==> config.mk <==
export PLATFORM = sky130hd
export DESIGN_NAME = ssq_slot_sequencer
export DESIGN_NICKNAME = d
export VERILOG_FILES = /design/src/rtl/ssq_pkg.sv /design/src/rtl/ssq_res_if.sv /design/src/rtl/ssq_result_fmt.sv /design/src/rtl/ssq_slot_sequencer.sv
export SDC_FILE = /design/constraint.sdc
export NUM_CORES = 1
export LEC_CHECK = 0
export BUFFER_PORTS_ARGS = -buffer_cell sky130_fd_sc_hd__buf_2
export CAP_MARGIN = 20
export CORE_ASPECT_RATIO = 0.5
export CORE_UTILIZATION = 45
export DETAILED_ROUTE_END_ITERATION = 7
export GPL_ROUTABILITY_DRIVEN = 0
export PLACE_DENSITY = 0.65
export SYNTH_ARGS = -nofsm -noshare
export SYNTH_HDL_FRONTEND = slang
export SYNTH_SLANG_ARGS = --single-unit
==> constraint.sdc <==
create_clock -name clock -period 3.1 [get_ports clock]
set_input_delay 0.31 -clock clock [delete_from_list [all_inputs] [get_ports clock]]
set_output_delay 0.31 -clock clock [all_outputs]
set_load 0.1 [all_outputs]
==> src/rtl/ssq_pkg.sv <==
// Constants and types shared by the slot sequencer files
// How it works
// - 12-bit mode: result bits 11 down to 0 all carry data.
// - 10-bit mode: data on bits 11 to 2, bits 1 and 0 zero.
// - 8-bit mode: data on bits 11 to 4, bits 3 to 0 zero.
// - One program of 64 slots shared by every procedure.
// - Converter is driven one channel at a time in slot order.
// - After reset execution starts at slot 0, the default procedure.
// - Sample converts the slot's channel, then goes to the next slot.
// - Sample-and-jump converts, then continues at the named start slot.
// - Calibrate lasts 3840 converter clocks, then goes to the next slot.
// - Calibrate-and-jump calibrates, then continues at the named slot.
// - Jump converts nothing and goes straight to the named slot.
// - Power-down stops the converter; calibrate again before sampling.
// - Stop halts until an external trigger or jump request.
// - Idle slot op only uses its slot time, then advances.
// - Trigger and jump inputs always exist but act only when HAS_EXT_CTRL is set.
// - Jump request finishes the current slot, then goes to the target.
// - In automatic mode slot 63 is followed by slot 0.
package ssq_pkg;
    // ***************************************************
    // Widths
    // ***************************************************
    localparam int SLOT_COUNT = 64;
    localparam int SLOT_W = 6;
    localparam int CHAN_W = 5;
    localparam int RES_W = 12;
    localparam int OP_W = 3;
    localparam int WORD_W = 14;
    localparam int CAL_CNT_W = 16;

    // ***************************************************
    // Slot word layout
    // ***************************************************
    localparam int OP_LSB = 11;
    localparam int CHAN_LSB = 6;
    localparam int TARGET_LSB = 0;

    // ***************************************************
    // Operation codes
    // ***************************************************
    localparam logic [OP_W-1:0] OP_SAMPLE = 3'h0;
    localparam logic [OP_W-1:0] OP_SAMPLE_JUMP = 3'h1;
    localparam logic [OP_W-1:0] OP_CALIBRATE = 3'h2;
    localparam logic [OP_W-1:0] OP_CALIBRATE_JUMP = 3'h3;
    localparam logic [OP_W-1:0] OP_JUMP = 3'h4;
    localparam logic [OP_W-1:0] OP_POWER_DOWN = 3'h5;
    localparam logic [OP_W-1:0] OP_STOP = 3'h6;
    localparam logic [OP_W-1:0] OP_IDLE_SLOT = 3'h7;

    // ***************************************************
    // Resolution modes and masks
    // ***************************************************
    localparam logic [1:0] RES_MODE_12 = 2'h0;
    localparam logic [1:0] RES_MODE_10 = 2'h1;
    localparam logic [1:0] RES_MODE_8 = 2'h2;
    localparam logic [RES_W-1:0] MASK_12 = 12'hFFF;
    localparam logic [RES_W-1:0] MASK_10 = 12'hFFC;
    localparam logic [RES_W-1:0] MASK_8 = 12'hFF0;

    // ***************************************************
    // Reset values and timing
    // ***************************************************
    localparam logic [SLOT_W-1:0] RESET_SLOT = 6'h00;
    localparam logic [SLOT_W-1:0] SLOT_STEP = 6'h01;
    localparam logic [RES_W-1:0] RESULT_RESET = 12'h000;
    localparam logic [CHAN_W-1:0] CHAN_RESET = 5'h00;
    localparam logic [CAL_CNT_W-1:0] CAL_CNT_ONE = 16'h0001;
    localparam logic [CAL_CNT_W-1:0] CAL_CNT_RESET = 16'h0000;
    localparam int CAL_ADC_CLOCKS = 3840;
    localparam int ADC_CLK_DIV = 4;

    // ***************************************************
    // Sequencer states
    // ***************************************************
    typedef enum logic [2:0] {
        ST_ISSUE,
        ST_CONVERT,
        ST_CALIBRATE,
        ST_FINISH,
        ST_WAIT_TRIG,
        ST_HALTED
    } ssq_state_e;
endpackage

==> src/rtl/ssq_res_if.sv <==
// Carrier between the sequencer and its result formatter
`timescale 1ns/1ns
interface ssq_res_if;
    import ssq_pkg::*;
    logic [RES_W-1:0] rawData;
    logic [1:0] resMode;
    logic load;
    logic [RES_W-1:0] result;
    logic valid;

    modport producer (
        output rawData,
        output resMode,
        output load,
        input result,
        input valid
    );
    modport formatter (
        input rawData,
        input resMode,
        input load,
        output result,
        output valid
    );
endinterface

==> src/rtl/ssq_result_fmt.sv <==
// Result formatter: masks converter data by resolution mode
`timescale 1ns/1ns
module ssq_result_fmt
    import ssq_pkg::*;
(
    // Clock and reset
    input wire logic clock,
    input wire logic rst_b,
    input wire logic ce,
    // Result carrier
    ssq_res_if.formatter res
);
    logic [RES_W-1:0] result_reg;
    logic [RES_W-1:0] result_next;
    logic valid_reg;
    logic valid_next;
    logic [RES_W-1:0] mask;

    always_comb begin
        mask = MASK_12;
        if (res.resMode == RES_MODE_10) begin
            mask = MASK_10;
        end else if (res.resMode == RES_MODE_8) begin
            mask = MASK_8;
        end else begin
            mask = MASK_12;
        end
        result_next = result_reg;
        valid_next = 1'b0;
        if (res.load) begin
            result_next = res.rawData & mask;
            valid_next = 1'b1;
        end
    end

    always_ff @(posedge clock or negedge rst_b) begin
        if (!rst_b) begin
            result_reg <= RESULT_RESET;
            valid_reg <= 1'b0;
        end else if (ce) begin
            result_reg <= result_next;
            valid_reg <= valid_next;
        end
    end

    assign res.result = result_reg;
    assign res.valid = valid_reg;
endmodule // ssq_result_fmt

==> src/rtl/ssq_slot_sequencer.sv <==
// Top of the converter slot sequencer
`timescale 1ns/1ns
module ssq_slot_sequencer
    import ssq_pkg::*;
#(
    parameter logic HAS_EXT_CTRL = 1'b1,
    parameter int CAL_CYCLES = CAL_ADC_CLOCKS * ADC_CLK_DIV
) (
    // Clock, reset and clock enable
    input wire logic clock,
    input wire logic rst_b,
    input wire logic ce,
    // Program load port
    input wire logic progWrEn,
    input wire logic [SLOT_W-1:0] progWrAddr,
    input wire logic [WORD_W-1:0] progWrData,
    // User control
    input wire logic [1:0] resMode,
    input wire logic manualMode,
    input wire logic extTrigger,
    input wire logic branchRequest,
    input wire logic [SLOT_W-1:0] jumpTargetSlot,
    // Converter side
    input wire logic adcDone,
    input wire logic [RES_W-1:0] adcData,
    output logic adcStart,
    output logic [CHAN_W-1:0] adcChannel,
    output logic adcCalibrate,
    output logic adcPowerDown,
    // Status and results
    output logic [SLOT_W-1:0] slotNumber,
    output logic slotDone,
    output logic sampleActive,
    output logic halted,
    output logic [RES_W-1:0] conversionResult,
    output logic resultValid
);
    localparam logic [CAL_CNT_W-1:0] CAL_LOAD = CAL_CNT_W'(CAL_CYCLES);

    // ***************************************************
    // Program memory
    // ***************************************************
    // sixty-four slots
    logic [WORD_W-1:0] progMem [SLOT_COUNT];

    always_ff @(posedge clock) begin
        if (ce && progWrEn) begin
            progMem[progWrAddr] <= progWrData;
        end
    end

    // ***************************************************
    // State
    // ***************************************************
    ssq_state_e state_reg;
    ssq_state_e state_next;
    logic [SLOT_W-1:0] slot_reg;
    logic [SLOT_W-1:0] slot_next;
    logic [SLOT_W-1:0] follow_reg;
    logic [SLOT_W-1:0] follow_next;
    logic haltAfter_reg;
    logic haltAfter_next;
    logic powered_reg;
    logic powered_next;
    logic pendJump_reg;
    logic pendJump_next;
    logic [SLOT_W-1:0] pendTarget_reg;
    logic [SLOT_W-1:0] pendTarget_next;
    logic [CAL_CNT_W-1:0] calCnt_reg;
    logic [CAL_CNT_W-1:0] calCnt_next;
    logic adcStart_reg;
    logic adcStart_next;
    logic [CHAN_W-1:0] adcChannel_reg;
    logic [CHAN_W-1:0] adcChannel_next;
    logic adcCalibrate_reg;
    logic adcCalibrate_next;
    logic adcPowerDown_reg;
    logic adcPowerDown_next;
    logic slotDone_reg;
    logic slotDone_next;
    logic sampleActive_reg;
    logic sampleActive_next;
    logic halted_reg;
    logic halted_next;

    // ***************************************************
    // Slot decode
    // ***************************************************
    logic [WORD_W-1:0] slotWord;
    logic [OP_W-1:0] slotOp;
    logic [CHAN_W-1:0] slotChan;
    logic [SLOT_W-1:0] slotTarget;
    logic [SLOT_W-1:0] slotPlusOne;
    logic trigEff;
    logic branchEff;
    logic jumpWanted;
    logic [SLOT_W-1:0] jumpSlot;

    assign slotWord = progMem[slot_reg];
    assign slotOp = slotWord[OP_LSB +: OP_W];
    assign slotChan = slotWord[CHAN_LSB +: CHAN_W];
    assign slotTarget = slotWord[TARGET_LSB +: SLOT_W];
    assign slotPlusOne = slot_reg + SLOT_STEP;

    assign trigEff = HAS_EXT_CTRL & extTrigger;
    assign branchEff = HAS_EXT_CTRL & branchRequest;

    assign jumpWanted = branchEff | pendJump_reg;
    assign jumpSlot = branchEff ? jumpTargetSlot : pendTarget_reg;

    // ***************************************************
    // Result formatter
    // ***************************************************
    ssq_res_if resBus ();

    ssq_result_fmt uFmt (
        .clock(clock),
        .rst_b(rst_b),
        .ce(ce),
        .res(resBus.formatter)
    );

    assign resBus.rawData = adcData;
    assign resBus.resMode = resMode;
    assign resBus.load = (state_reg == ST_CONVERT) && adcDone && !powered_reg;

    // ***************************************************
    // Next state
    // ***************************************************
    always_comb begin
        state_next = state_reg;
        slot_next = slot_reg;
        follow_next = follow_reg;
        haltAfter_next = haltAfter_reg;
        powered_next = powered_reg;
        pendJump_next = pendJump_reg;
        pendTarget_next = pendTarget_reg;
        calCnt_next = calCnt_reg;
        adcStart_next = 1'b0;
        adcChannel_next = adcChannel_reg;
        adcCalibrate_next = adcCalibrate_reg;
        adcPowerDown_next = adcPowerDown_reg;
        slotDone_next = 1'b0;
        sampleActive_next = sampleActive_reg;
        halted_next = halted_reg;

        if (branchEff) begin
            pendJump_next = 1'b1;
            pendTarget_next = jumpTargetSlot;
        end

        case (state_reg)
            ST_ISSUE: begin
                follow_next = slotPlusOne;
                haltAfter_next = 1'b0;
                case (slotOp)
                    OP_SAMPLE, OP_SAMPLE_JUMP: begin
                        adcStart_next = 1'b1;
                        adcChannel_next = slotChan;
                        sampleActive_next = 1'b1;
                        if (slotOp == OP_SAMPLE_JUMP) begin
                            follow_next = slotTarget;
                        end
                        state_next = ST_CONVERT;
                    end
                    OP_CALIBRATE, OP_CALIBRATE_JUMP: begin
                        adcCalibrate_next = 1'b1;
                        adcPowerDown_next = 1'b0;
                        calCnt_next = CAL_LOAD;
                        if (slotOp == OP_CALIBRATE_JUMP) begin
                            follow_next = slotTarget;
                        end
                        state_next = ST_CALIBRATE;
                    end
                    OP_JUMP: begin
                        follow_next = slotTarget;
                        state_next = ST_FINISH;
                    end
                    OP_POWER_DOWN: begin
                        adcPowerDown_next = 1'b1;
                        powered_next = 1'b1;
                        haltAfter_next = 1'b1;
                        state_next = ST_FINISH;
                    end
                    OP_STOP: begin
                        haltAfter_next = 1'b1;
                        state_next = ST_FINISH;
                    end
                    default: begin
                        state_next = ST_FINISH;
                    end
                endcase
            end
            ST_CONVERT: begin
                if (adcDone) begin
                    sampleActive_next = 1'b0;
                    state_next = ST_FINISH;
                end
            end
            ST_CALIBRATE: begin
                if (calCnt_reg <= CAL_CNT_ONE) begin
                    calCnt_next = CAL_CNT_RESET;
                    adcCalibrate_next = 1'b0;
                    powered_next = 1'b0;
                    state_next = ST_FINISH;
                end else begin
                    calCnt_next = calCnt_reg - CAL_CNT_ONE;
                end
            end
            ST_FINISH: begin
                slotDone_next = 1'b1;
                pendJump_next = 1'b0;
                if (jumpWanted) begin
                    slot_next = jumpSlot;
                    halted_next = 1'b0;
                    state_next = manualMode ? ST_WAIT_TRIG : ST_ISSUE;
                end else begin
                    slot_next = follow_reg;
                    if (haltAfter_reg) begin
                        slot_next = slot_reg;
                        halted_next = 1'b1;
                        state_next = ST_HALTED;
                    end else if (manualMode) begin
                        state_next = ST_WAIT_TRIG;
                    end else begin
                        state_next = ST_ISSUE;
                    end
                end
            end
            ST_WAIT_TRIG: begin
                if (jumpWanted) begin
                    pendJump_next = 1'b0;
                    slot_next = jumpSlot;
                    state_next = ST_ISSUE;
                end else if (trigEff || !manualMode) begin
                    state_next = ST_ISSUE;
                end
            end
            ST_HALTED: begin
                if (jumpWanted) begin
                    pendJump_next = 1'b0;
                    slot_next = jumpSlot;
                    halted_next = 1'b0;
                    state_next = ST_ISSUE;
                end else if (trigEff && !powered_reg) begin
                    slot_next = follow_reg;
                    halted_next = 1'b0;
                    state_next = ST_ISSUE;
                end
            end
            default: begin
                state_next = ST_HALTED;
            end
        endcase
    end

    // ***************************************************
    // Registers
    // ***************************************************
    always_ff @(posedge clock or negedge rst_b) begin
        if (!rst_b) begin
            state_reg <= ST_ISSUE;
            slot_reg <= RESET_SLOT;
            follow_reg <= RESET_SLOT;
            haltAfter_reg <= 1'b0;
            powered_reg <= 1'b0;
            pendJump_reg <= 1'b0;
            pendTarget_reg <= RESET_SLOT;
            calCnt_reg <= CAL_CNT_RESET;
            adcStart_reg <= 1'b0;
            adcChannel_reg <= CHAN_RESET;
            adcCalibrate_reg <= 1'b0;
            adcPowerDown_reg <= 1'b0;
            slotDone_reg <= 1'b0;
            sampleActive_reg <= 1'b0;
            halted_reg <= 1'b0;
        end else if (ce) begin
            state_reg <= state_next;
            slot_reg <= slot_next;
            follow_reg <= follow_next;
            haltAfter_reg <= haltAfter_next;
            powered_reg <= powered_next;
            pendJump_reg <= pendJump_next;
            pendTarget_reg <= pendTarget_next;
            calCnt_reg <= calCnt_next;
            adcStart_reg <= adcStart_next;
            adcChannel_reg <= adcChannel_next;
            adcCalibrate_reg <= adcCalibrate_next;
            adcPowerDown_reg <= adcPowerDown_next;
            slotDone_reg <= slotDone_next;
            sampleActive_reg <= sampleActive_next;
            halted_reg <= halted_next;
        end
    end

    // ***************************************************
    // Outputs
    // ***************************************************
    // executing slot shown
    assign slotNumber = slot_reg;
    assign adcStart = adcStart_reg;
    assign adcChannel = adcChannel_reg;
    assign adcCalibrate = adcCalibrate_reg;
    assign adcPowerDown = adcPowerDown_reg;
    assign slotDone = slotDone_reg;
    assign sampleActive = sampleActive_reg;
    assign halted = halted_reg;
    assign conversionResult = resBus.result;
    assign resultValid = resBus.valid;
endmodule // ssq_slot_sequencer

After elaboration in Yosys (flattened, before gate mapping) --
Memories as Yosys holds them, arrays and structs flattened. Index checks and enable logic that the tools add are counted.
Storage, ports and cells: bits in registers 64, bits in latches 0, bits in writable memories 896, bits in read-only memories 0, input port bits 48, output and inout port bits 30, logic and storage cells 125, memories 1
Cells by class: $add $sub $neg 2, $mul 0, divide/modulo/power cells 0, $lt $le $gt $ge 1, equal/unequal tests 23, shifts and indexed selects 0, mux-type cells 50, bitwise logic cells 2, reductions and logical operators 29
Memory list:
- progMem | depth 64, width 14, read ports 1, clocked after Yosys merged registers in 0, wr ports 1, line ssq_slot_sequencer.sv:44 | logic [WORD_W-1:0] progMem [SLOT_COUNT];
Operator list (number):
- 2-to-1 mux 6 bit | 8
- case mux 6 bit (3 select lines) | 2
- 2-to-1 mux 16 bit | 2
- case mux 16 bit (2 select lines) | 1
- 2-to-1 mux 3 bit | 9
- 2-to-1 mux 1 bit | 18
- case mux 3 bit (6 select lines) | 1
- less-or-equal comparator 16 x 1 -> 1 bit (second input constant) | 1
- AND reduction 4 bit | 4
- subtractor 16 x 1 -> 16 bit (second input constant) | 1
- equality test 3 bit (second input constant) | 5
- AND 12 bit | 1
- equality test 3 x 2 -> 1 bit (second input constant) | 4
- != test 3 bit (second input constant) | 4
- case mux 1 bit (2 select lines) | 6
- AND reduction 5 bit | 2
- AND reduction 3 bit | 3
- 2-to-1 mux 4 bit | 2
- nonzero test 2 bit | 4
- OR reduction 2 bit | 4
- adder 6 x 1 -> 6 bit (second input constant) | 1
- equality test 3 x 1 -> 1 bit (second input constant) | 2
- zero test 3 bit | 2
- != test 2 x 1 -> 1 bit (second input constant) | 3
- other kinds (10) | 17

Longest topological paths before layout --
Gate-level depths: netlist of run 1.
depth after elaboration 5, mapped depth 12, gate-level depth less buffers 8

Hierarchy --
From an unflattened synthesis of run 1, not the netlist that was laid out.
Second synthesis, totals: cells, all modules 1952, area, all modules 38041.5 µm²
Modules (own cells, without submodules):
- ssq_slot_sequencer | instances 1, cells each 1917, area each 37484.7 µm², sequential area each 28182.0 µm²
- ssq_result_fmt | instances 1, cells each 35, area each 556.8 µm², sequential area each 325.3 µm²

Least setup slack after synthesis of run 1 --
No wires, ideal clock.
path type register to register, start point reg slot_reg[1] (netlist: slotNumber[1]), end point reg adcChannel_reg[3] (netlist: adcChannel[3]), setup time 0.126 ns, arrival time 3.526 ns, data required time 2.974 ns, setup slack -0.552 ns, stages on the path, launching flop included 11, buffers on the path 5, period minus slack after synthesis 3.652 ns, cell sequence dfrtp_1 > buf_2 > buf_4 > buf_2 > clkbuf_1 > clkbuf_1 > mux4_2 > o22ai_1 > a21oi_1 > mux4_2 > mux2_4
Between the ends: cells in the longest elaborated chain, start to end 4, elaborated cells on any way between the ends 5, those cells by class 1 x eq/ne; 3 x reduce/logical; 1 x memory
RTL lines:
- from (decl) | line ssq_slot_sequencer.sv:57 | logic [SLOT_W-1:0] slot_reg;
- from (signal assigned) | line ssq_slot_sequencer.sv:279 | slot_reg <= slot_next;
- memory (64 x 14 bit) *
- equality test 3 x 1 -> 1 bit or zero test 3 bit (tied branches) | line ssq_slot_sequencer.sv:156 | case (slotOp)
- OR reduction 2 bit | line ssq_slot_sequencer.sv:156
- AND reduction 3 bit (no source line)
- to (signal assigned) | line ssq_slot_sequencer.sv:287 | adcChannel_reg <= adcChannel_next;
- to (decl) | line ssq_slot_sequencer.sv:73 | logic [CHAN_W-1:0] adcChannel_reg;
Mark *: on every way between the ends. The rest lies on a longest branch, timed or not. A chain may end at the register's enable or synchronous reset.

Worst setup path after layout of run 1 --
start point reg slot_reg[0] (netlist: slotNumber[0]), end point reg adcChannel_reg[4] (netlist: adcChannel[4])
The elaborated chain is that of the path after synthesis.

==> results of run 1 <==
==> kinds of logic (layout without fill, tap and decap cells) <==
family	Yosys count	in the layout
flip-flops	960	960
multiplexers	327	327
AND/OR/NAND/NOR	268	268
AO/OA/AOI/OAI	234	234
buffers and inverters	113	478
XOR/XNOR	5	5
adder cells (fa/ha/maj)	4	4
other	0	1
==> final timing paths <==
| kind | to | cells after the start | slack, ns |
|---|---|---|---|
| min in group asynchronous | pendTarget_reg[4]$_DFFE_PN0P_ | 2 | 0.17 |
| setup reg to reg | adcChannel[4]$_DFFE_PN0P_ | 12 | 0.01 |
| hold / removal | pendTarget_reg[2]$_DFFE_PN0P_ | 3 | 0.04 |
| hold reg to reg | adcStart$_DFFE_PN0P_ | 1 | 0.49 |
| setup / recovery | adcChannel[4]$_DFFE_PN0P_ | 12 | 0.01 |
| max in group asynchronous | calCnt_reg[4]$_DFFE_PN0P_ | 3 | 1.89 |
==> final cells by class <==
cell class              count  share of cell area, %
diodes                      1                0.00565
clock buffers             110                   5.23
clock inverters            42                  0.820
inverters                  10                 0.0848
multi-input cells         838                   20.3
flip-flops and latches    960                   64.4
well taps                1102                   3.12
repair buffers            316                   5.97
==> power breakdown <==
part           leakage [nW]  switching (mW)  internal, mW
clock                  1.29            4.62          5.70
combinational          4.68            8.36          6.19
sequential             8.84           0.486          14.6
total                  14.8            13.5          26.4
==> per-layer routing <==
metal	wire length (µm)	vias up	share of wire, %	track usage [%]
li1	-	8502	-	-
met1	41800	10800	44	34.6
met2	44200	938	46	33.3
met3	8310	114	8.7	4.25
met4	1680	2	1.7	4.91
met5	13	-	0.014	0
==> layout by cell type, fill, tap and decap left out, types with 8 or more instances in the layout <==
cell / synthesis / final
nand2_1: 57 / 55
mux2i_1: 77 / 76
a21o_1: 8 / 8
nand3_1: 21 / 20
dfrtp_1: 64 / 60
nor2b_1: 10 / 10
clkinv_1: 1 / 13
mux4_1: 17 / 16
o22ai_1: 29 / 28
clkbuf_16: 0 / 88
o21ai_0: 41 / 40
a21oi_1: 73 / 71
a22oi_1: 17 / 12
nor4_1: 8 / 8
nor3_1: 11 / 10
o221ai_1: 23 / 23
clkinv_2: 0 / 12
dlygate4sd3_1: 0 / 17
nand2b_1: 9 / 8
buf_12: 3 / 23
nor2_1: 112 / 112
buf_2: 24 / 77
mux4_2: 193 / 194
inv_1: 9 / 9
clkbuf_1: 46 / 18
mux2_2: 30 / 30
edfxtp_1: 896 / 896
buf_4: 6 / 189
==> worst max-delay path: cells and delay by family, from the launching register on <==
family	cells	cell delay, ns
and+or+nand+nor	2	0.13
DFF	1	0.50
buffers and inverters	5	0.82
AOI/OAI and AO/OA	2	0.48
muxes	3	0.98
==> repair_timing <==
action	in CTS	in global routing
pin swaps	0	2
setup buffers	1	14
hold endpoints to repair	34	0
hold buffers	17	0
cloned	2	1
gates resized for setup	11	22
setup endpoints to repair	10	25
==> impl_summary.md, run 1 <==
Timing
In the post-route analysis, the smallest setup slack over all paths is 0.00977 ns. The number of hold-slack violations in the final timing report is 0. The worst slew margin relative to its limit is 26.2%. Dividing the final minimum period by the clock period gives 99.7%.

The hold slack is 0.0441 ns. The maximum clock rate is 324 MHz. The count of pins over their slew limit came to 0. In the final timing run, aggregate negative setup slack is 0 ns. For the finished layout, the period the worst path requires is 3.09 ns. For the final database, setup skew stands at 0.0232 ns. For the pin with the worst max-slew slack, the measured transition is 1.11 ns.

Setup repair after global routing could not meet its margin everywhere. The total setup violations reported at the end of the flow is 0.

Status
The flow ran to the end, and the final reports show no timing, DRC or antenna violations.

Cells and area
The post-route netlist has 30.1% of its cells at a drive strength greater than 1. The flip-flop count of the largest register after layout is 896. The register area is 28500 µm².

Summing all multi-input logic gate instances after layout gives 9000 µm². Excluding fillers, the count of instances in the completed layout stands at 3379. Once layout is done, the placed cells without fillers occupy 44300 µm².

The growth of design area from synthesis to finish is 16.2%. The final layout contains 2262 nets. The filler cells instantiated in the layout total 6273. The final core utilization is 53.5%.

Critical path
The worst reg2reg path startpoint is slotNumber[0]$_DFFE_PN0P_. The kind of capture point of the worst setup path is a register. The maximum fanout encountered on the critical timing path is 15.

The maximum single-stage delay on the critical path is 0.50 ns. For the worst setup path, the data arrival time is 3.61 ns. The worst setup path startpoint is slotNumber[0]$_DFFE_PN0P_. The critical path launch point type is a register. The data required time at the worst endpoint is 3.62 ns.

The slowest stage of the critical path is the dfrtp_4 cell. Traced cell by cell, the critical path runs through buf_12 -> buf_6 -> mux4_2 -> mux2i_2 -> buf_4 -> nand3_2 -> a32oi_1 -> buf_4 -> nor2_4 -> a211oi_4 -> buf_12 -> mux2_4. The critical path is of the register to register type.

Floorplan
The height of the die is 208 µm. The effective utilization at floorplan is 46.0%. The standard-cell row count is 74. In this run the standard cell core region covers 82700 µm². The I/O pin count is 78.

The overall die area is 85800 µm². The horizontal die dimension is 413 µm.

Synth
By count the netlist is led by edfxtp_1 (896), mux4_2 (193), nor2_1 (112). After synthesis, the cell types taking the most area are edfxtp_1 (71%), mux4_2 (11%), dfrtp_1 (4.2%). Counting flops with an async set or reset pin after synthesis yields a share of 6.67%. Yosys mapped a number of flops with a built-in enable equal to 896. The synthesized-area fraction occupied by adder cells is 0.131%. The number of warning messages in the yosys log is 0. The register bit count reported by yosys is 960. The simple-gate share of the synthesized area is 3.32%. The share of synthesized area in the top cell type comes to 70.7%. The post-synthesis net count is 1963. Multiplexer cells account for 15.8% of the synthesized area. The dominant combinational cell family by area after synthesis is multiplexers.

The synthesized area is 38100 µm². The post-synthesis area per instance is 19.9 µm². The most used flip-flop cell after synthesis is edfxtp_1. The synthesized netlist cell count is 1911. The sequential fraction of the synthesis area is 74.9%. The synthesized netlist devotes 0.115% of its cell area to XOR and XNOR gates. Counting distinct cell types in the post-synthesis netlist gives 69.

edfxtp_1 is the most common cell in the netlist. The synthesized-area fraction occupied by ao, oa, aoi and oai cells is 3.99%. The post-synthesis cell type with the largest combined area is edfxtp_1.

Pwr
The power density of the placed cells is 902 nW/µm². After layout, the design draws a total of 39.9 mW. VDD sags by at most 0.547 mV.

The leakage power total is 14.8 nW.

GRT
Summed over all layers, the global routing overflow is 0. The via count of the first global-routing pass came to 19800. Global routing consumed, over all layers together, 22.5% of the routing resources. The number of antenna violations at the first check in global routing is 6. The global-route wire length before repair is 139 mm. Entering global routing, the biggest net connects 65 pins.

Clock tree
Buffers inserted during clock tree synthesis total 84. No sink is reached through more buffers than the 3 on the longest clock path. TritonCTS built the clock tree.

The register clock-pin slew on the reported worst setup and hold paths is 0.06 ns. The H-tree generated during clock tree synthesis spans 3 levels. The total clock sinks is 960. In this run the clock root is driven by a clkbuf_16. The clock latency at the later pin of the worst-skew pair is 0.65 ns.

Flow run
The reported max-cap violation count is 0.

Detailed routing
The count of TritonRoute iterations in the first routing pass is 5. Wires add up to 96.0 mm. The number of design-rule violations left by the first detailed-router iteration is 2263. The detailed router placed 20400 vias in this run.

The detail route stage leaves a number of antenna-violating nets equal to 0. After detailed routing, the number of remaining DRC violations is 0. The via density per instance is 6.03. The per-cell routed wire length is 28.4 µm.

Placed design
The total cell area at the placement stage is 41000 µm². The worst-case setup slack after placement is -0.0678 ns. After legalization and detailed placement, the total HPWL measured 60.6 mm. The count of input and output buffers is 77. Including well taps, the total number of placed cells is 3190.

Worst hold path
The class of the tightest hold or removal check is primary input to register. The beginning of the worst hold path is jumpTargetSlot[2].
Note: power is estimated with default switching activity, not from simulation.
==> run 2: changes to the inputs <==
CTS_BUF_LIST = sky130_fd_sc_hd__clkbuf_2   (was default)
==> run 2 against run 1 <==
  * The run now ends with setup timing left
  * Clock-buffer cell count is 207 higher
  * First-iteration DRC count is 12% higher
  * Critical path depth stayed put
  * Sequential cell count stayed put
  * Final cell count is 9.8% higher
  * Register-to-register slack worse by 0.06 ns
  * Via count is 6.4% higher
  * Routed wire length is 5.7% higher
  * Setup slack worse by 0.059 ns
  * Die area stayed put
==> impl_summary.md, run 2 (synthesized netlist as in run 1, its figures left out) <==
Critical path
The worst setup path is captured at a register. Measured in cells, the most critical reg-to-reg path has a length of 12. Data arrives at the worst endpoint at 4.49 ns.

The kind of critical path is register to register. The worst reg2reg path startpoint is slotNumber[0]$_DFFE_PN0P_. The worst setup path is launched from a register. In this design, the largest share of critical-path delay is due to multiplexers.

The flop-to-flop setup slack is -0.05 ns. Walking the worst path, the cells encountered are buf_12 -> buf_16 -> mux4_2 -> mux2i_2 -> buf_4 -> nand3_2 -> a32oi_1 -> buf_4 -> nor2_4 -> a211oi_4 -> buf_12 -> mux2_4. The worst flop-to-flop path endpoint is adcChannel[1]$_DFFE_PN0P_. The data required time at the worst endpoint is 4.44 ns. For this design, the slowest cell found on the critical path is dfrtp_4. The count of buffering cells on the critical path with inverters included is 5. The maximum fanout encountered on the critical timing path is 8.

The maximum single-stage delay on the critical path is 0.53 ns.

Timing
The number of hold-slack violations in the final timing report came to 0. The maximum clock rate is 318 MHz. The total setup violations reported at the end of the flow is 7. The count of pins over their slew limit came to 0.

Setup repair after global routing could not meet its margin everywhere. The post-layout minimum cycle time is 3.15 ns. The post-route clock period utilization is 102%. The slew of the pin with the lowest slew margin is 1.12 ns. After layout, the worst setup slack is -0.0493 ns. Clock skew on the completed layout was measured at 0.0970 ns. The worst pin sits at a relative slew slack of 25.3%.

GRT
The global-route track usage on met1 is 35.5%. met1 is the most crowded layer. For this run, global-route usage on met3 was measured as 5.99%. For this run the aggregate overflow at the end of global routing stands at 0. The first global-routing pass estimated 147 mm of wire.

Entering global routing, the biggest net connects 65 pins. The global routing met2 resource utilization is 35.0%. The via count of the first global-routing pass was 21500.

The number of antenna violations at the first check in global routing is 9. The overall fraction of global-route tracks in use is 23.9%.

Pwr
In this run the power spent charging and discharging nets is 14.0 mW. After layout, the design draws a total of 38.1 mW. The clock share of power is 20.4%. Per report_power, the combinational group accounts for 40.2% of the total. The switching power share of the total is 36.8%. The power density of the placed cells is 850 nW/µm².

VDD sags by at most 0.493 mV. The share of total power in sequential cells is 39.5%. The leakage power total is 15.5 nW. Cell internal power was estimated by the tool at 24.1 mW.

Clock tree
TritonCTS built the clock tree. Clock latency on the worst-skew pair, taken at its later pin, is 1.53 ns. The H-tree generated during clock tree synthesis spans 4 levels.

The tree is rooted in a clkbuf_2. The maximum count of clock buffers along a single path is 3. CTS saw 960 sinks. The register clock-pin slew on the reported worst setup and hold paths is 0.11 ns. Counting the buffers created by CTS gives 206.

Cells and area
The number of nets in the layout is 2501. The final core utilization is 54.2%. The growth of design area from synthesis to finish is 17.7%. The register with the most flip-flops in the layout has 896 of them. In the layout the commonest cells are edfxtp_1 (896), clkbuf_2 (317), mux4_2 (198).

Cells with a size suffix above 1 make up 35.2% of the layout. The finished cells cover 44800 µm². The most common cell after layout, fill and taps aside is edfxtp_1.

Floorplan
The standard-cell row count is 74. In this run the count of I/O pins placed on the die edge is 78. The die covers 85800 µm². The horizontal die dimension is 413 µm.

In this run the vertical extent of the chip is 208 µm. The region available for standard cell placement spans 82700 µm². The effective utilization at floorplan is 46.0%.

Detailed routing
The routed wire length is 101 mm. The count of antenna-violating nets left after detailed routing is 0. The count of TritonRoute iterations in the first routing pass is 6.

In the routed layout, each cell is associated on average with a via count of 5.84. The number of design-rule violations left by the first detailed-router iteration is 2535. The routed layout has 21700 vias. The DRC violation count after routing is 0. The per-cell routed wire length is 27.3 µm.

Status
The checks that failed: setup timing. The run finished, with violations left.

Placed design
Before CTS, the worst setup slack after placement is -0.0678 ns. The total cell area at the placement stage is 41000 µm². During placement, the flow inserted port buffers numbering 77.

Once detailed placement completed, the half-perimeter wirelength came to 60.6 mm.

Flow run
The tool flagged a number of max-cap violations equal to 0.

Worst hold path
The min-delay analysis places its worst path in the category primary input to register. The endpoint of the worst hold path is halted$_DFFE_PN0P_. The worst hold path cell count is 5. In this run the most critical hold path is launched from branchRequest.
run 2: tightest hold or removal path, stage by stage:
cell	delay [ns]
dlygate4sd3_1	0.52
buf_2	0.25
nor2_1	0.14
and2_1	0.22
a22o_1	0.21
run 2: cell type report:
type / count / area, µm²
fill: 6442 / 37900
sequential: 960 / 28500
multi-input combinational: 838 / 9050
timing repair buffer: 433 / 3980
clock buffer: 317 / 1590
tap: 1102 / 1380
clock inverter: 46 / 260
inverter: 10 / 37.5
antenna: 4 / 10.0
run 2: per-layer routing:
| layer | up-vias | wire (µm) |
|---|---|---|
| met3 | 134 | 10400 |
| li1 | 9117 | - |
| met5 | - | 41 |
| met2 | 1193 | 46300 |
| met1 | 11200 | 42800 |
| met4 | 6 | 1880 |
run 2: worst max path at each step:
stage	start	end	cells past startpoint
2_1_floorplan	slotNumber[0]$_DFFE_PN0P_	adcChannel[3]$_DFFE_PN0P_	12
5_1_grt	slotNumber[0]$_DFFE_PN0P_	adcChannel[3]$_DFFE_PN0P_	11
6_report	slotNumber[0]$_DFFE_PN0P_	adcChannel[1]$_DFFE_PN0P_	12
4_1_cts	slotNumber[0]$_DFFE_PN0P_	adcChannel[1]$_DFFE_PN0P_	7
3_3_place_gp	slotNumber[0]$_DFFE_PN0P_	follow_reg[4]$_DFFE_PN0P_	9
3_5_place_dp	slotNumber[0]$_DFFE_PN0P_	follow_reg[4]$_DFFE_PN0P_	9
run 2: through the flow:
stage	instances	TNS, ns	hold WS (ns)
after floorplan	1911	-0.0279	0.0144
after global placement	3190	-0.115	0.302
after detailed placement	3190	-0.0882	0.312
after CTS	3696	-0.256	0.00156
after global routing	3709	-0.846	0.168
final	3710	-0.248	0.221
run 2: power groups by stage:
| stage | clock (mW) | combinational, mW | sequential (mW) |
|---|---|---|---|
| after floorplan | 0 | 7.94 | 16.4 |
| after global placement | 0 | 13.8 | 15.3 |
| after detailed placement | 0 | 13.9 | 15.3 |
| after CTS | 7.92 | 14.9 | 15.0 |
| after global routing | 8.55 | 16.0 | 15.1 |
| final | 7.76 | 15.3 | 15.0 |
run 2: timing repair:
item,4_1_cts,5_1_grt
buffers inserted,7,6
endpoints found under the hold margin,1914,64
endpoints found under the setup margin,21,22
hold buffers,133,1
pin swaps,6,5
resized for setup,50,18
gates cloned,3,0
==> run 3: changes to the inputs <==
SYNTH_HIERARCHICAL = 1   (was default)
==> run 3 against run 2 <==
  * The run still ends with setup timing left
  * Worst hold slack got worse by 0.12 ns
  * Sequential cell count unchanged
  * Setup slack improved by 0.042 ns
  * Die area about the same
  * Clock-buffer cell count decreased by 4
  * First-iteration DRC count increased by 3.6%
  * Global-route usage decreased by 0.73 points
  * Utilization increased by 0.66 points
  * Largest power group unchanged
  * Via count increased by 0.51%
  * Design area increased by 1.2%
  * Fmax increased by 1.4%
  * Sequential power about the same
==> impl_summary.md, run 3 <==
Status
The flow ran to the end, but the final reports show violations. The checks that failed: setup timing.

Synth
The multiplexer share of the synthesized area is 15.0%. The synthesized area is 38000 µm². The register bit count reported by yosys is 960.

The post-synthesis area per instance is 19.5 µm². The synthesized netlist devotes 4.76% of its cell area to compound gates. The synthesized netlist contains 75 unique library cells.

Yosys mapped a number of flops with a built-in enable equal to 896. The synthesized design devotes to its leading area cell type 70.7% of total area. By area the synthesized netlist is led by edfxtp_1 (71%), mux4_2 (10%), dfrtp_1 (4.2%). Of the total synthesized cell area, the portion taken by XOR and XNOR cells is 0.115%.

The sequential fraction of the synthesis area is 74.9%. The dominant combinational cell family by area after synthesis is multiplexers. The most used flip-flop cell after synthesis is edfxtp_1. The fraction of synthesis flops using an asynchronous set or reset pin is 6.67%.

The synthesized-area fraction occupied by adder cells is 0.132%. The commonest cells after synthesis are edfxtp_1 (896), mux4_2 (176), nor2_1 (97). The synthesized netlist cell count is 1952.

The post-synthesis cell type with the largest combined area is edfxtp_1. The number of warning messages in the yosys log is 6. The simple-gate share of the synthesized area is 3.30%. The post-synthesis net count is 2004.

In the post-synthesis netlist, the cell with the most instances is edfxtp_1.

Detailed routing
The routed via count is 21800. The routed wire length is 100 mm. The count of antenna-violating nets left after detailed routing is 0. The number of design-rule violations left by the first detailed-router iteration is 2625.

In the routed layout, each cell is associated on average with a via count of 5.72. After detailed routing, the average wire length per cell comes to 26.3 µm. The DRC violation count after routing is 0.

The count of TritonRoute iterations in the first routing pass is 6.

Cells and area
The share of cells above drive strength 1 is 36.7%. Leaving out filler cells and counting taps, the final layout contains 3811. The library cell used most frequently in the layout, excluding fill and tap cells, is edfxtp_1.

In the final design database the tool counted 2598 nets. The flip-flop count of the largest register after layout is 896. The finished layout cell area is 45400 µm². The library cells used most frequently in the layout, excluding fill and tap cells, are edfxtp_1 (896), clkbuf_2 (313), buf_4 (239).

From synthesis to final layout, the design area changed by 19.2%.

Pwr
The overall power consumption is 38.7 mW. The peak supply drop is 0.558 mV. For this design the ratio of total power to cell area is 853 nW/µm². The leakage power total is 15.8 nW.

Critical path
The worst setup path is of the register to register kind. STA classifies the critical path startpoint as a register. The data required time at the worst endpoint is 4.44 ns. In this design, the stage delay of the slowest critical-path cell is 0.57 ns. The arrival time of data at the critical path endpoint is 4.44 ns. Traced cell by cell, the critical path runs through buf_6 -> clkbuf_16 -> mux4_1 -> mux4_2 -> o22ai_4 -> buf_4 -> o211ai_4 -> nand2_2 -> mux2_2. The critical path's slowest cell is mux4_2. In this run the worst path has a maximum fanout of 5.

The worst setup path is captured at a register. In this run the critical register-to-register path is launched from slotNumber[0]$_DFFE_PN0P_. The worst setup path startpoint is slotNumber[0]$_DFFE_PN0P_.

GRT
Entering global routing, the biggest net connects 65 pins. Global routing finished with a remaining overflow of 0. The via count of the first global-routing pass is 21200. The first global-routing pass estimated 142 mm of wire.

The overall fraction of global-route tracks in use is 23.2%. The number of antenna violations at the first check in global routing was 3.

Placed design
The number of placed instances with taps included is 3273. The worst-case setup slack after placement is -0.357 ns. The count of input and output buffers is 77.

The total cell area at the placement stage is 41400 µm². Once detailed placement completed, the half-perimeter wirelength came to 60.7 mm.

Worst hold path
The class of the tightest hold or removal check is primary input to register. In this run the most critical hold path is launched from progWrData[8].

Floorplan
The initialized floorplan defines 74 standard-cell rows. The horizontal die dimension is 413 µm. The I/O pin count is 78. The height of the die is 208 µm.

The overall die area is 85800 µm². The core box area is 82700 µm². The effective utilization at floorplan is 46.0%.

Timing
On the final layout, the worst clock skew is 0.0935 ns. Of the available clock period, the critical path in the final layout requires 100%. The worst setup slack after layout is -0.00722 ns. At the pin with the least slew margin, the transition time is 0.988 ns. For this run, the top clock speed supported by timing is 322 MHz. Setup violations remaining at the end of the flow were counted as 1. Setup repair after global routing could not meet its margin everywhere.

The number of hold-slack violations in the final timing report is 0. The count of pins over their slew limit was 0. The summed negative setup slack over all endpoints is -0.00722 ns. The worst slew margin relative to its limit is 34.2%. The smallest clock period supported by the final layout is computed as 3.11 ns.

Flow run
Max-cap violations in this run came to 0.

Clock tree
Buffers inserted during clock tree synthesis total 206. TritonCTS built the clock tree. Clock-pin slew was measured on the worst setup and hold paths at 0.13 ns. The clock passes through at most 3 buffers.

The clock latency at the later pin of the worst-skew pair is 1.51 ns. The cell chosen for the clock root is clkbuf_2. The H-tree was split into 4 levels. The total clock sinks is 960.
==> run 3: cell types whose count changed after synthesis, sizes merged, moves of 9 or more <==
cell   change
mux2i      +9
nor2      -15
a22oi     +29
nand2     +17
nand3     -10
mux2       +9
mux4      -23
==> run 3: what timing repair did <==
item	in CTS	in global routing
resized for setup	22	63
hold buffers	124	4
endpoints found under the setup margin	16	20
pin swaps	2	21
hold endpoints to repair	1910	211
buffers inserted	0	30
gates cloned	0	4
==> run 3: final timing paths <==
path,end,slack [ns],depth (start not counted)
worst max-delay path,calCnt_reg[1]$_DFFE_PN0P_,-0.007,9
worst min-delay path,progMem[43][8]$_DFFE_PP_,0.1,3
worst max register to register,calCnt_reg[1]$_DFFE_PN0P_,-0.007,9
worst min register to register,adcCalibrate$_DFFE_PN0P_,0.50,2
max in group asynchronous,calCnt_reg[6]$_DFFE_PN0P_,2.10,6
min in group asynchronous,follow_reg[5]$_DFFE_PN0P_,0.45,5
==> run 3: final cells by class <==
class	instances	area, µm²
fill	6362	37300
sequential	960	28500
multi-input combinational	873	9110
timing repair buffer	494	4470
clock buffer	313	1570
tap	1102	1380
clock inverter	53	275
inverter	11	41.3
antenna	5	12.5
==> run 3: worst max-delay path, delay by kind of cell, from the launching register on <==
family	cells	cell delay, ns
mux	3	1.47
simple gates	1	0.15
buf+inv	3	0.48
compound gates	2	0.30
flops	1	0.53
==> run 3: logic make-up after synthesis <==
group,after synthesis
flops,960
xor+xnor,5
buf+inv,119
mux,322
fa+ha+maj,4
compound gates,276
simple gates,266
==> run 3: routing by layer <==
metal	GRT usage (%)	vias to the layer above	wire length, µm
met2	33.9	1127	45300
li1	-	9362	-
met1	34.1	11100	42900
met5	0	-	0
met4	7.55	0	2120
met3	5.73	147	9920
==> run 3: where the power goes <==
| group | switching [mW] | internal [mW] |
|---|---|---|
| Combinational | 8.84 | 7.17 |
| Clock | 4.89 | 2.77 |
| Sequential | 0.492 | 14.5 |
| Total | 14.2 | 24.5 |
==> run 3: metrics by stage <==
step | utilization [%] | hold WS (ns)
after floorplan | - | 0.0144
after global placement | 50.0 | 0.420
after detailed placement | 50.0 | 0.412
after CTS | 54.0 | 0.00861
after global routing | 54.9 | -0.0100
final | 54.9 | 0.0992
